$ cat config.mk
export PLATFORM = sky130hd
export DESIGN_NAME = isbr_host
export DESIGN_NICKNAME = d
export VERILOG_FILES = /design/src/pkg/isbr_pkg.sv /design/src/logic/isbr_host.sv /design/src/logic/isbr_sync.sv
export SDC_FILE = /design/constraint.sdc
export NUM_CORES = 1
export LEC_CHECK = 0
export BUFFER_PORTS_ARGS = -buffer_cell sky130_fd_sc_hd__buf_2
export CORE_MARGIN = 5
export CORE_UTILIZATION = 54
export CTS_CLUSTER_SIZE = 8
export DETAILED_ROUTE_END_ITERATION = 10
export PLACE_DENSITY = 0.78
export SLEW_MARGIN = 30
export SYNTH_ARGS = -nofsm -noshare
export SYNTH_HDL_FRONTEND = slang
export SYNTH_SLANG_ARGS = --single-unit
$ cat constraint.sdc
create_clock -name clock_in -period 5.55 [get_ports clock_in]
set_input_delay 0.555 -clock clock_in [delete_from_list [all_inputs] [get_ports clock_in]]
set_output_delay 0.555 -clock clock_in [all_outputs]
set_load 0.005 [all_outputs]
$ cat src/pkg/isbr_pkg.sv
// Constants and carrier types for the start-reservation host controller
package isbr_pkg;

  // Clock rate of clock_in
  localparam int CLK_MHZ             = 250;
  // Synchroniser depth on every device input
  localparam int SYNC_STAGES         = 2;
  // Fixed extra clocks in the reservation check wait
  localparam int WAIT_EXTRA_CLK      = 4;
  // Longest time until the start-fail flag is valid
  localparam int START_FAIL_WAIT_CLK = 5;
  // Window in which the join acknowledge would fall
  localparam int JOIN_ACK_MIN_CLK    = 4;
  localparam int JOIN_ACK_MAX_CLK    = 80;
  // Line fall time, plain default
  localparam int FALL_TIME_NS        = 100;
  localparam int FALL_CLK            = (FALL_TIME_NS * CLK_MHZ + 999) / 1000;
  // Idle time both lines must stay high, one frame of nine bits
  localparam int BUS_FREE_NS         = 720;
  localparam int BUS_FREE_CLK        = (BUS_FREE_NS * CLK_MHZ + 999) / 1000;
  // Half period of the recovery clock pulses
  localparam int RECOV_HALF_NS       = 2000;
  localparam int RECOV_HALF_CLK      = (RECOV_HALF_NS * CLK_MHZ) / 1000;
  localparam int RECOV_MAX_PULSES    = 16;
  // Counter width
  localparam int CNT_W               = 12;
  localparam int PULSE_W             = 5;

  // Command codes at the user port
  typedef enum logic [2:0] {
    CMD_INIT,
    CMD_JOIN,
    CMD_START,
    CMD_STOP,
    CMD_WRITE,
    CMD_FREE_CHECK,
    CMD_RECOVER
  } isbr_cmd_t;

  // Outcome of a command
  typedef enum logic [2:0] {
    RES_OK,
    RES_REJECTED,
    RES_RESERVED,
    RES_RESV_DONE,
    RES_TIMEOUT
  } isbr_res_t;

  // Control bits the host drives into the device
  typedef struct packed {
    logic       i2c_enable_bit;
    logic       start_trigger;
    logic       stop_trigger;
    logic       stop_interrupt_enable;
    logic       bus_release_exit;
    logic       reservation_disable;
    logic       start_without_stop_enable;
    logic       ctrl1_write;
    logic       shift_write;
    logic [7:0] shift_data;
  } isbr_ctrl_t;

  // Status the device shows to the host
  typedef struct packed {
    logic       start_detected_flag;
    logic       stop_detected_flag;
    logic       master_status_flag;
    logic       start_fail_flag;
    logic       bus_busy_flag;
    logic       i2c_interrupt;
    logic       start_trigger_pending;
    logic       stop_trigger_pending;
    logic       clock_line_level;
    logic       data_line_level;
    logic       serial_data_pin;
    logic [7:0] status_register;
    logic [7:0] flag_register;
  } isbr_stat_t;

endpackage

$ cat src/logic/isbr_host.sv
// Host sequencer that drives start reservation, joining and bus recovery
`timescale 1ns/10ps
module isbr_host
  import isbr_pkg::*;
(
  // Clock and reset
  input  wire logic       clock_in,
  input  wire logic       reset_n_in,
  // User command port
  input  wire logic       cmd_valid_in,
  input  wire isbr_cmd_t  cmd_in,
  input  wire logic [7:0] cmd_data_in,
  input  wire logic       mode_resv_disable_in,
  input  wire logic       mode_start_wo_stop_in,
  input  wire logic       mode_poll_in,
  input  wire logic [7:0] low_width_in,
  input  wire logic [7:0] high_width_in,
  output logic            cmd_ready_out,
  output logic            cmd_done_out,
  output isbr_res_t       cmd_result_out,
  // Interrupt capture
  output logic            irq_seen_out,
  output logic            irq_master_out,
  output logic [7:0]      irq_status_out,
  output logic [7:0]      irq_flags_out,
  // Device side
  input  wire isbr_stat_t dev_stat_in,
  output isbr_ctrl_t      dev_ctrl_out,
  // Clock pin override for recovery
  output logic            scl_out,
  output logic            scl_oe_n_out
);

  typedef enum {
    ST_IDLE, ST_CFG1, ST_ENABLE, ST_TRIG_CLEAR, ST_JOIN_WAIT, ST_FREE_WAIT,
    ST_START_TRIG, ST_START_CHECK, ST_RESV_WAIT, ST_RECOV_LO, ST_RECOV_HI, ST_DONE
  } isbr_state_t;

  isbr_state_t        state_reg;
  isbr_stat_t         stat;
  logic [CNT_W-1:0]   cnt_reg;
  logic [PULSE_W-1:0] pulse_reg;
  logic [7:0]         addr_reg;
  logic               irq_prev_reg;
  logic [CNT_W-1:0]   check_wait;

  // Reservation check wait in clocks, synchroniser lag included
  function automatic logic [CNT_W-1:0] resv_wait(input logic [7:0] lo, input logic [7:0] hi);
    resv_wait = CNT_W'(lo) + CNT_W'(hi) + CNT_W'(WAIT_EXTRA_CLK + 2 * FALL_CLK + SYNC_STAGES);
  endfunction

  assign check_wait = resv_wait(low_width_in, high_width_in);

  isbr_sync #(
    .W($bits(isbr_stat_t))
  ) u_sync (
    .clock_in  (clock_in),
    .reset_n_in(reset_n_in),
    .d_in      (dev_stat_in),
    .q_out     (stat)
  );

  always_ff @(posedge clock_in) begin
    if (!reset_n_in) begin
      state_reg      <= ST_IDLE;
      dev_ctrl_out   <= '0;
      cnt_reg        <= '0;
      pulse_reg      <= '0;
      addr_reg       <= 8'h00;
      cmd_ready_out  <= 1'b1;
      cmd_done_out   <= 1'b0;
      cmd_result_out <= RES_OK;
      scl_out        <= 1'b1;
      scl_oe_n_out   <= 1'b1;
    end else begin
      // Triggers and strobes last one cycle
      cmd_done_out                  <= 1'b0;
      dev_ctrl_out.start_trigger    <= 1'b0;
      dev_ctrl_out.stop_trigger     <= 1'b0;
      dev_ctrl_out.bus_release_exit <= 1'b0;
      dev_ctrl_out.ctrl1_write      <= 1'b0;
      dev_ctrl_out.shift_write      <= 1'b0;
      case (state_reg)
        ST_IDLE: begin
          cnt_reg <= '0;
          if (cmd_valid_in) begin
            cmd_ready_out  <= 1'b0;
            cmd_result_out <= RES_OK;
            case (cmd_in)
              CMD_INIT: begin
                dev_ctrl_out.i2c_enable_bit            <= 1'b0;
                dev_ctrl_out.reservation_disable       <= mode_resv_disable_in;
                dev_ctrl_out.start_without_stop_enable <= mode_start_wo_stop_in;
                state_reg                              <= ST_CFG1;
              end
              CMD_JOIN: begin
                dev_ctrl_out.stop_interrupt_enable <= 1'b0;
                dev_ctrl_out.i2c_enable_bit        <= 1'b1;
                state_reg                          <= ST_JOIN_WAIT;
              end
              CMD_START: begin
                dev_ctrl_out.stop_interrupt_enable <= !mode_poll_in;
                addr_reg                           <= cmd_data_in;
                state_reg                          <= ST_START_TRIG;
              end
              CMD_STOP: begin
                dev_ctrl_out.stop_trigger <= 1'b1;
                state_reg                 <= ST_TRIG_CLEAR;
              end
              CMD_WRITE: begin
                dev_ctrl_out.shift_write <= 1'b1;
                dev_ctrl_out.shift_data  <= cmd_data_in;
                state_reg                <= ST_DONE;
              end
              CMD_FREE_CHECK: begin
                state_reg <= ST_FREE_WAIT;
              end
              default: begin
                pulse_reg <= '0;
                state_reg <= ST_RECOV_LO;
              end
            endcase
          end
        end
        ST_CFG1: begin
          dev_ctrl_out.ctrl1_write <= 1'b1;
          state_reg                <= ST_ENABLE;
        end
        ST_ENABLE: begin
          dev_ctrl_out.i2c_enable_bit <= 1'b1;
          if (dev_ctrl_out.start_without_stop_enable) begin
            // busy flag reads clear, check lines
            state_reg <= ST_FREE_WAIT;
          end else begin
            dev_ctrl_out.stop_trigger <= 1'b1;
            state_reg                 <= ST_TRIG_CLEAR;
          end
        end
        ST_TRIG_CLEAR: begin
          // hold off until device clears trigger
          cnt_reg <= cnt_reg + 1'b1;
          if (cnt_reg > CNT_W'(SYNC_STAGES) && !stat.start_trigger_pending && !stat.stop_trigger_pending) begin
            state_reg <= ST_DONE;
          end
        end
        ST_JOIN_WAIT: begin
          // exit after start detect, before ack
          cnt_reg <= cnt_reg + 1'b1;
          if (stat.start_detected_flag) begin
            dev_ctrl_out.bus_release_exit <= 1'b1;
            state_reg                     <= ST_DONE;
          end else if (cnt_reg == CNT_W'(JOIN_ACK_MAX_CLK)) begin
            cmd_result_out <= RES_TIMEOUT;
            state_reg      <= ST_DONE;
          end
        end
        ST_FREE_WAIT: begin
          // both lines high for one frame
          if (stat.clock_line_level && stat.data_line_level) begin
            cnt_reg <= cnt_reg + 1'b1;
          end else begin
            cnt_reg <= '0;
          end
          if (cnt_reg == CNT_W'(BUS_FREE_CLK - 1) && stat.clock_line_level && stat.data_line_level) begin
            state_reg <= ST_DONE;
          end
        end
        ST_START_TRIG: begin
          if (!stat.start_trigger_pending && !stat.stop_trigger_pending) begin
            dev_ctrl_out.start_trigger <= 1'b1;
            cnt_reg                    <= '0;
            state_reg                  <= ST_START_CHECK;
          end
        end
        ST_START_CHECK: begin
          cnt_reg <= cnt_reg + 1'b1;
          if (dev_ctrl_out.reservation_disable) begin
            // read fail flag after its settle time
            if (cnt_reg == CNT_W'(START_FAIL_WAIT_CLK + SYNC_STAGES)) begin
              cmd_result_out <= stat.start_fail_flag ? RES_REJECTED : RES_OK;
              state_reg      <= ST_DONE;
            end
          end else if (cnt_reg == check_wait) begin
            if (stat.master_status_flag) begin
              dev_ctrl_out.shift_write <= 1'b1;
              dev_ctrl_out.shift_data  <= addr_reg;
              state_reg                <= ST_DONE;
            end else begin
              cmd_result_out <= RES_RESERVED;
              cmd_done_out   <= 1'b1;
              state_reg      <= ST_RESV_WAIT;
            end
          end
        end
        ST_RESV_WAIT: begin
          // address only after stop irq or, in poll mode, master flag
          if ((stat.i2c_interrupt && stat.stop_detected_flag) || (mode_poll_in && stat.master_status_flag)) begin
            dev_ctrl_out.shift_write <= 1'b1;
            dev_ctrl_out.shift_data  <= addr_reg;
            cmd_result_out           <= RES_RESV_DONE;
            state_reg                <= ST_DONE;
          end
        end
        ST_RECOV_LO: begin
          scl_out      <= 1'b0;
          scl_oe_n_out <= 1'b0;
          cnt_reg      <= cnt_reg + 1'b1;
          if (cnt_reg == CNT_W'(RECOV_HALF_CLK - 1)) begin
            cnt_reg   <= '0;
            pulse_reg <= pulse_reg + 1'b1;
            state_reg <= ST_RECOV_HI;
          end
        end
        ST_RECOV_HI: begin
          // Releasing lets the pull-up make the high phase
          scl_out      <= 1'b1;
          scl_oe_n_out <= 1'b1;
          cnt_reg      <= cnt_reg + 1'b1;
          if (cnt_reg == CNT_W'(RECOV_HALF_CLK - 1)) begin
            cnt_reg <= '0;
            if (stat.serial_data_pin) begin
              state_reg <= ST_DONE;
            end else if (pulse_reg == PULSE_W'(RECOV_MAX_PULSES)) begin
              cmd_result_out <= RES_TIMEOUT;
              state_reg      <= ST_DONE;
            end else begin
              state_reg <= ST_RECOV_LO;
            end
          end
        end
        default: begin
          cmd_done_out  <= 1'b1;
          cmd_ready_out <= 1'b1;
          state_reg     <= ST_IDLE;
        end
      endcase
    end
  end

  // Latch arbitration result and status at each interrupt
  always_ff @(posedge clock_in) begin
    if (!reset_n_in) begin
      irq_prev_reg   <= 1'b0;
      irq_seen_out   <= 1'b0;
      irq_master_out <= 1'b0;
      irq_status_out <= 8'h00;
      irq_flags_out  <= 8'h00;
    end else begin
      irq_prev_reg <= stat.i2c_interrupt;
      irq_seen_out <= stat.i2c_interrupt && !irq_prev_reg;
      if (stat.i2c_interrupt && !irq_prev_reg) begin
        irq_master_out <= stat.master_status_flag;
        irq_status_out <= stat.status_register;
        irq_flags_out  <= stat.flag_register;
      end
    end
  end

endmodule

$ cat src/logic/isbr_sync.sv
// Two-stage level synchroniser for device status
`timescale 1ns/10ps
module isbr_sync #(
  parameter int W = 1
) (
  // Clock and reset
  input  wire logic         clock_in,
  input  wire logic         reset_n_in,
  // Data
  input  wire logic [W-1:0] d_in,
  output logic      [W-1:0] q_out
);

  logic [W-1:0] meta_reg;

  always_ff @(posedge clock_in) begin
    if (!reset_n_in) begin
      meta_reg <= '0;
      q_out    <= '0;
    end else begin
      meta_reg <= d_in;
      q_out    <= meta_reg;
    end
  end

endmodule

==> results of run 1 <==
-- cell type report --
cell class	instances	area, um2	share of cell area
multi-input cells	455	2944	0.4322
flip-flops and latches	123	2462	0.3615
repair buffers	102	515.5	0.07568
clock buffers	23	476.7	0.06999
well taps	136	170.2	0.02498
inverters	35	131.4	0.01929
clock inverters	9	111.4	0.01635
-- per-layer routing --
| layer | vias up | GRT usage | share of wire |
|---|---|---|---|
| met2 | 143 | 0.3472 | 0.49 |
| met5 | - | 0 | 0 |
| li1 | 2396 | - | - |
| met1 | 2239 | 0.2396 | 0.42 |
| met3 | 31 | 0.06307 | 0.068 |
| met4 | 0 | 0.1042 | 0.023 |
-- path summary, 6_finish.rpt --
kind                                  startpoint  slack [ns]             endpoint
worst max-delay path             low_width_in[1]        2.46      dev_ctrl_out[5]
worst min-delay path             dev_stat_in[10]        0.24  u_sync.meta_reg[10]
worst max register to register        cnt_reg[1]        2.78         state_reg[1]
worst min register to register  u_sync.q_out[20]        0.42     dev_ctrl_out[15]
-- report_power, final --
| part | leakage, nW | internal [W] | switching, W |
|---|---|---|---|
| logic | 1.65 | 0.000251 | 0.000346 |
| clock network | 0.285 | 0.000687 | 0.000386 |
| registers | 1.00 | 0.000942 | 0.0000946 |
-- cells in the final DEF, fill, tap and decap left out, types with 16 or more instances in the layout --
cell / count
nor2_1: 36
buf_2: 100
and3_1: 17
nand3_1: 21
ha_1: 20
and2_1: 56
a21boi_0: 21
clkbuf_16: 16
nand2_1: 77
inv_1: 35
o21ai_0: 31
dfxtp_1: 123
-- stage by stage --
step,power (W),setup slack [ns],hold WS (ns),cell area [um2]
after global routing,0.002850,2.204,0.2187,6812
final,0.002708,2.456,0.2377,6812
after floorplan,0.001484,2.470,0.3989,5687
after detailed placement,0.001637,1.918,0.4169,6223
after CTS,0.002716,2.471,0.2192,6812
after global placement,0.001615,1.980,0.4139,6221
-- critical path, delay by kind of cell --
kind | cells | cell delay, ns
compound gates | 2 | 0.65
xor+xnor | 2 | 0.34
fa+ha+maj | 3 | 0.82
buf+inv | 2 | 0.15
simple gates | 3 | 1.02
-- cells by family after synthesis --
group,Yosys count
muxes,13
adders and majority gates,21
xor gates and xnor gates,24
buffers and inverters,74
AOI/OAI and AO/OA,118
and+or+nand+nor,279
DFF,123
==> impl_metrics.py, run 1 <==
metrics = {
    "synthesis": {
        "synth_fa_ha_area_frac": 0.04752,
        "post_synth_main_area_contributors": "dfxtp_1 43%, and2_1 6.2%, nand2_1 5.1%, ha_1 4.4%, a21boi_0 2.8%",
        "synth_simple_gate_area_frac": 0.2618,
        "synth_compound_area_frac": 0.1481,
        "synth_seq_area_share": 0.4330,
        "muxShareOfSynthArea": 0.02288,
        "main_combinational_cell_family_by_area_after_synthesis": "simple AND/OR/NAND/NOR gates",
        "synth.net_count": 733,
        "synth_cell_type_count": 65,
        "synth.cells.most_frequent": "123 x dfxtp_1, 77 x nand2_1, 56 x and2_1",
        "synth-main-ff-cell": "dfxtp_1",
        "post_synth_inst_count": 652,
        "synth.top_cell.area_share": 0.4330,
        "synthesis.yosys.warnings": 0,
        "synthesis.area_um2": 5687,
        "syn_avg_cell_area_um2": 8.722,
        "synth_async_sr_flop_share": 0,
        "synth_top_cell_by_area": "dfxtp_1",
        "number_of_enable_type_register_cells_in_the_synthesized_netlist": 0,
        "synthXorXnorAreaFrac": 0.03696,
        "yosys.cell_count.top_type": "dfxtp_1",
        "flip_flop_and_latch_count_after_synthesis": 123,
    },
    "drt": {
        "firstDrtPassIters": 5,
        "violation_count_after_the_first_detailed_route_iteration": 303,
        "remaining_drc_errors": 0,
        "route.detailed.wl_per_inst_um": 14.61,
        "wl_um": 12900,
        "drt-vias-per-instance": 5.446,
        "detail-route-antenna-nets": 0,
        "vias": 4809,
    },
    "setup_path": {
        "required_ns": 5.99,
        "crit_chain": "buf_2 -> ha_1 -> ha_1 -> inv_1 -> fa_1 -> xnor2_1 -> xnor2_1 -> nand4_1 -> nor3_1 -> or3b_2 -> o31a_1 -> o211ai_1",
        "setup.worst_path.end_class": "register",
        "critical-path-max-stage-delay_ns": 0.63,
        "worst_r2r_path_depth": 8,
        "critical_path.max_fanout": 13,
        "crit_path_start_kind": "primary input",
        "timing.critical_path.slowest_stage_cell": "or3b_2",
        "worst-setup-path-type": "in2reg",
        "timing.critical_path.arrival_ns": 3.53,
    },
    "place": {
        "detailedPlacementHpwl_um": 9121,
        "port-buffer-count": 100,
        "globalplace.congestion": 0.8558,
        "numPlacedInstances": 851,
    },
    "sta": {
        "timing.slew.headroom": 0.4542,
        "time_the_worst_path_needs_with_i_o_delays_and_setup_ns": 3.094,
        "worstMarginPinSlew_ns": 0.8188,
        "setup_repair_after_global_routing_missed_its_margin": "no",
        "final.setup_skew_ns": 0.01364,
        "hold_violations": 0,
        "achievable_frequency_ghz": 0.3232,
        "final.period_utilization": 0.5574,
        "timing.final.setup_violations": 0,
        "pins_over_their_slew_limit": 0,
        "setup_tns_ns": 0,
    },
    "global_route": {
        "grt_overflow": 0,
        "wire_length_of_the_first_global_routing_pass_um": 21530,
        "grt_use_total": 0.2075,
        "vias_in_the_first_global_route": 4784,
        "grt_max_degree": 110,
        "antenna_found_initial": 0,
    },
    "cts": {
        "cts_max_path_buffers": 2,
        "ctsHtreeMaxLevel": 4,
        "post_cts.repair.setup_buffers": 0,
        "hold_buffers": 0,
        "cts_resized": 0,
        "cts.clk_slew.worst_paths_ns": 0.06,
        "tritoncts.num_buffers": 17,
        "clk_root_buffer_cell": "clkbuf_8",
        "insertion_delay_ns": 0.52,
        "cts_tree": "built",
        "cts.sink_count": 123,
    },
    "final_layout": {
        "finish.net_count": 815,
        "layout-drive-gt1-share": 0.1995,
        "stdcell_count": 883,
        "utilization": 0.6628,
        "num-fill-cells": 872,
        "area.growth.synth_to_final_pct": 19.78,
        "antennaDiodeCount": 0,
    },
    "power_and_ir_drop": {
        "power.leakage_nw": 2.937,
        "power_density_nw_per_um2": 397.6,
        "vdd.ir_drop.worst_v": 0.0002348,
    },
    "floorplan": {
        "fp.dieW_um": 112.6,
        "floorplan.initialDensity": 0.5533,
        "placement_rows": 37,
        "area_of_the_core_region_um2": 10280,
        "die_area_um2": 12680,
        "floorplan.die.height_um": 112.6,
        "io_pins": 102,
    },
    "hold_path": {
        "min-delay-path-class": "in2reg",
        "min_path_cells": 2,
    },
    "job": {
        "cap_viol_max_count": 0,
    },
    "status": {
        "status": "complete, no violations",
    },
}
Power figures use the tool's default switching activity.
==> run 2, diff against run 1 <==
- CORE_UTILIZATION: 54 -> 50
- PLACE_DENSITY: 0.78 -> 0.76
- clock period: 5.55 -> 2.82 ns (I/O delays scaled with it)
==> run 2 against run 1 <==
Effect of this change:
- global-route usage down 0.60 points
- critical path depth down 3
- clock-buffer cell count shrank 6
- highest routed layer unchanged
- critical endpoint is now state_reg[1]
- critical path type is now reg2reg
- design area rose by 2.4%
- via count is 0.89% higher
==> impl_metrics.py, run 2 (synthesized netlist as in run 1, its figures left out) <==
metrics = {
    "place": {
        "post-place-ws_ns": -0.4300,
        "globalplace.congestion": 0.9299,
        "detailedPlacementHpwl_um": 9483,
        "place_area_um2": 6362,
        "numPlacedInstances": 874,
        "port-buffer-count": 100,
    },
    "setup_path": {
        "critical_path_depth": 9,
        "worst_flop_to_flop_path_startpoint": "cnt_reg[1]",
        "critical-path-max-stage-delay_ns": 0.49,
        "worst_r2r_endpoint": "state_reg[1]",
        "cpLargestDelayFamily": "simple AND/OR/NAND/NOR gates",
        "worst_r2r_path_depth": 9,
        "timing.critical_path.slowest_stage_cell": "or3b_2",
        "crit_path_start_kind": "register",
        "critical_path.max_fanout": 6,
        "critPathCapture": "state_reg[1]",
        "worstSetupStartpoint": "cnt_reg[1]",
        "setup.worst_path.end_class": "register",
        "worst_r2r_setup_slack_ns": 0.08,
        "crit_chain": "ha_1 -> or3b_2 -> nor4_2 -> o22a_1 -> nand2_2 -> nor4_4 -> buf_4 -> o21ai_0 -> a21oi_1",
        "worst-setup-path-type": "reg2reg",
        "worstPathBufferInverterCount": 1,
        "required_ns": 3.17,
        "timing.critical_path.arrival_ns": 3.08,
    },
    "status": {
        "status": "complete, no violations",
    },
    "sta": {
        "worstMarginPinSlew_ns": 0.7589,
        "setup_repair_after_global_routing_missed_its_margin": "no",
        "time_the_worst_path_needs_with_i_o_delays_and_setup_ns": 2.736,
        "achievable_frequency_ghz": 0.3655,
        "hold_violations": 0,
        "final.period_utilization": 0.9701,
        "timing.slew.headroom": 0.4941,
        "final.setup_skew_ns": 0.01268,
        "pins_over_their_slew_limit": 0,
        "timing.hold.ws_ns": 0.07474,
        "timing.final.ws_setup_ns": 0.08424,
        "timing.final.setup_violations": 0,
    },
    "power_and_ir_drop": {
        "vdd.ir_drop.worst_v": 0.0004865,
        "power_density_nw_per_um2": 785.9,
        "power.leakage_nw": 3.032,
    },
    "cts": {
        "cts.sink_count": 123,
        "insertion_delay_ns": 0.41,
        "cts_max_path_buffers": 2,
        "tritoncts.num_buffers": 17,
        "cts_tree": "built",
        "cts.clk_slew.worst_paths_ns": 0.06,
        "clk_root_buffer_cell": "clkbuf_16",
        "ctsHtreeMaxLevel": 4,
    },
    "floorplan": {
        "io_pins": 102,
        "fp.dieW_um": 116.6,
        "floorplan.initialDensity": 0.5045,
        "floorplan.die.height_um": 116.6,
        "area_of_the_core_region_um2": 11270,
        "placement_rows": 39,
        "die_area_um2": 13610,
    },
    "final_layout": {
        "mostFrequentLayoutCells": "123 x dfxtp_1, 100 x buf_2, 77 x nand2_1",
        "design_area_um2": 6972,
        "stdcell_count": 907,
        "finish.net_count": 833,
        "multi_input_comb_area_um2": 2949,
        "utilization": 0.6185,
        "layout-drive-gt1-share": 0.2199,
        "antennaDiodeCount": 0,
        "layout_commonest_cell": "dfxtp_1",
        "num-fill-cells": 974,
        "area.growth.synth_to_final_pct": 22.60,
        "area.sequential_um2": 2462,
    },
    "global_route": {
        "grt_use_total": 0.2014,
        "grt_overflow": 0,
        "vias_in_the_first_global_route": 4775,
        "antenna_found_initial": 0,
        "grt_max_degree": 89,
        "wire_length_of_the_first_global_routing_pass_um": 21940,
    },
    "hold_path": {
        "min-delay-path-class": "in2reg",
        "timing.hold.worst.start": "dev_stat_in[10]",
    },
    "job": {
        "cap_viol_max_count": 0,
    },
    "drt": {
        "vias": 4852,
        "remaining_drc_errors": 0,
        "detail-route-antenna-nets": 0,
        "route.detailed.wl_per_inst_um": 14.50,
        "firstDrtPassIters": 5,
        "violation_count_after_the_first_detailed_route_iteration": 247,
        "drt-vias-per-instance": 5.350,
        "wl_um": 13160,
    },
}
==> run 2: changes by cell type in the layout (fill, tap and decap cells not counted), moves of 2 or more <==
cell,previous run,this run
clkbuf_1,2,0
inv_6,1,5
buf_4,2,19
clkbuf_8,5,0
==> run 2: repair_timing <==
| action | 4_1_cts | 5_1_grt |
|---|---|---|
| buffers inserted | 0 | 2 |
| hold buffers | 0 | 0 |
| pin swaps | 1 | 4 |
| setup endpoints to repair | 1 | 13 |
| gates resized for setup | 0 | 3 |
==> run 2: final cells by class <==
class / count / share of cell area
clock inverters: 14 / 0.02315
inverters: 35 / 0.01884
repair buffers: 120 / 0.09512
well taps: 143 / 0.02566
multi-input cells: 455 / 0.4230
clock buffers: 17 / 0.06102
flip-flops and latches: 123 / 0.3532
==> run 2: report_power, final <==
part           switching (W)  total (W)  leakage (nW)  internal [W]
sequential          0.000136    0.00199          1.00       0.00185
clock               0.000824    0.00214         0.283       0.00132
combinational       0.000773    0.00135          1.74      0.000576
==> run 2: stage by stage <==
| stage | setup TNS (ns) | total power, W |
|---|---|---|
| 3_3_place_gp | -3.593 | 0.003249 |
| 6_report | 0 | 0.005479 |
| 2_1_floorplan | 0 | 0.002920 |
| 3_5_place_dp | -5.195 | 0.003302 |
| 5_1_grt | 0 | 0.005779 |
| 4_1_cts | 0 | 0.005450 |
==> run 2: layer usage <==
| layer | wire length (um) | up-vias | GRT usage |
|---|---|---|---|
| met5 | 0 | - | 0 |
| met4 | 118 | 0 | 0.07875 |
| met3 | 854 | 10 | 0.05337 |
| met2 | 6605 | 153 | 0.3467 |
| met1 | 5577 | 2247 | 0.2400 |
| li1 | - | 2442 | - |
==> run 2: worst min path at each step <==
stage | to | slack (ns) | cells after the start
6_report | u_sync.meta_reg[10] | 0.07 | 2
4_1_cts | u_sync.meta_reg[10] | 0.06 | 2
3_3_place_gp | u_sync.q_out[2] | 0.41 | 1
2_1_floorplan | dev_ctrl_out[15] | 0.40 | 1
3_5_place_dp | u_sync.q_out[20] | 0.42 | 1
5_1_grt | u_sync.meta_reg[10] | 0.07 | 2
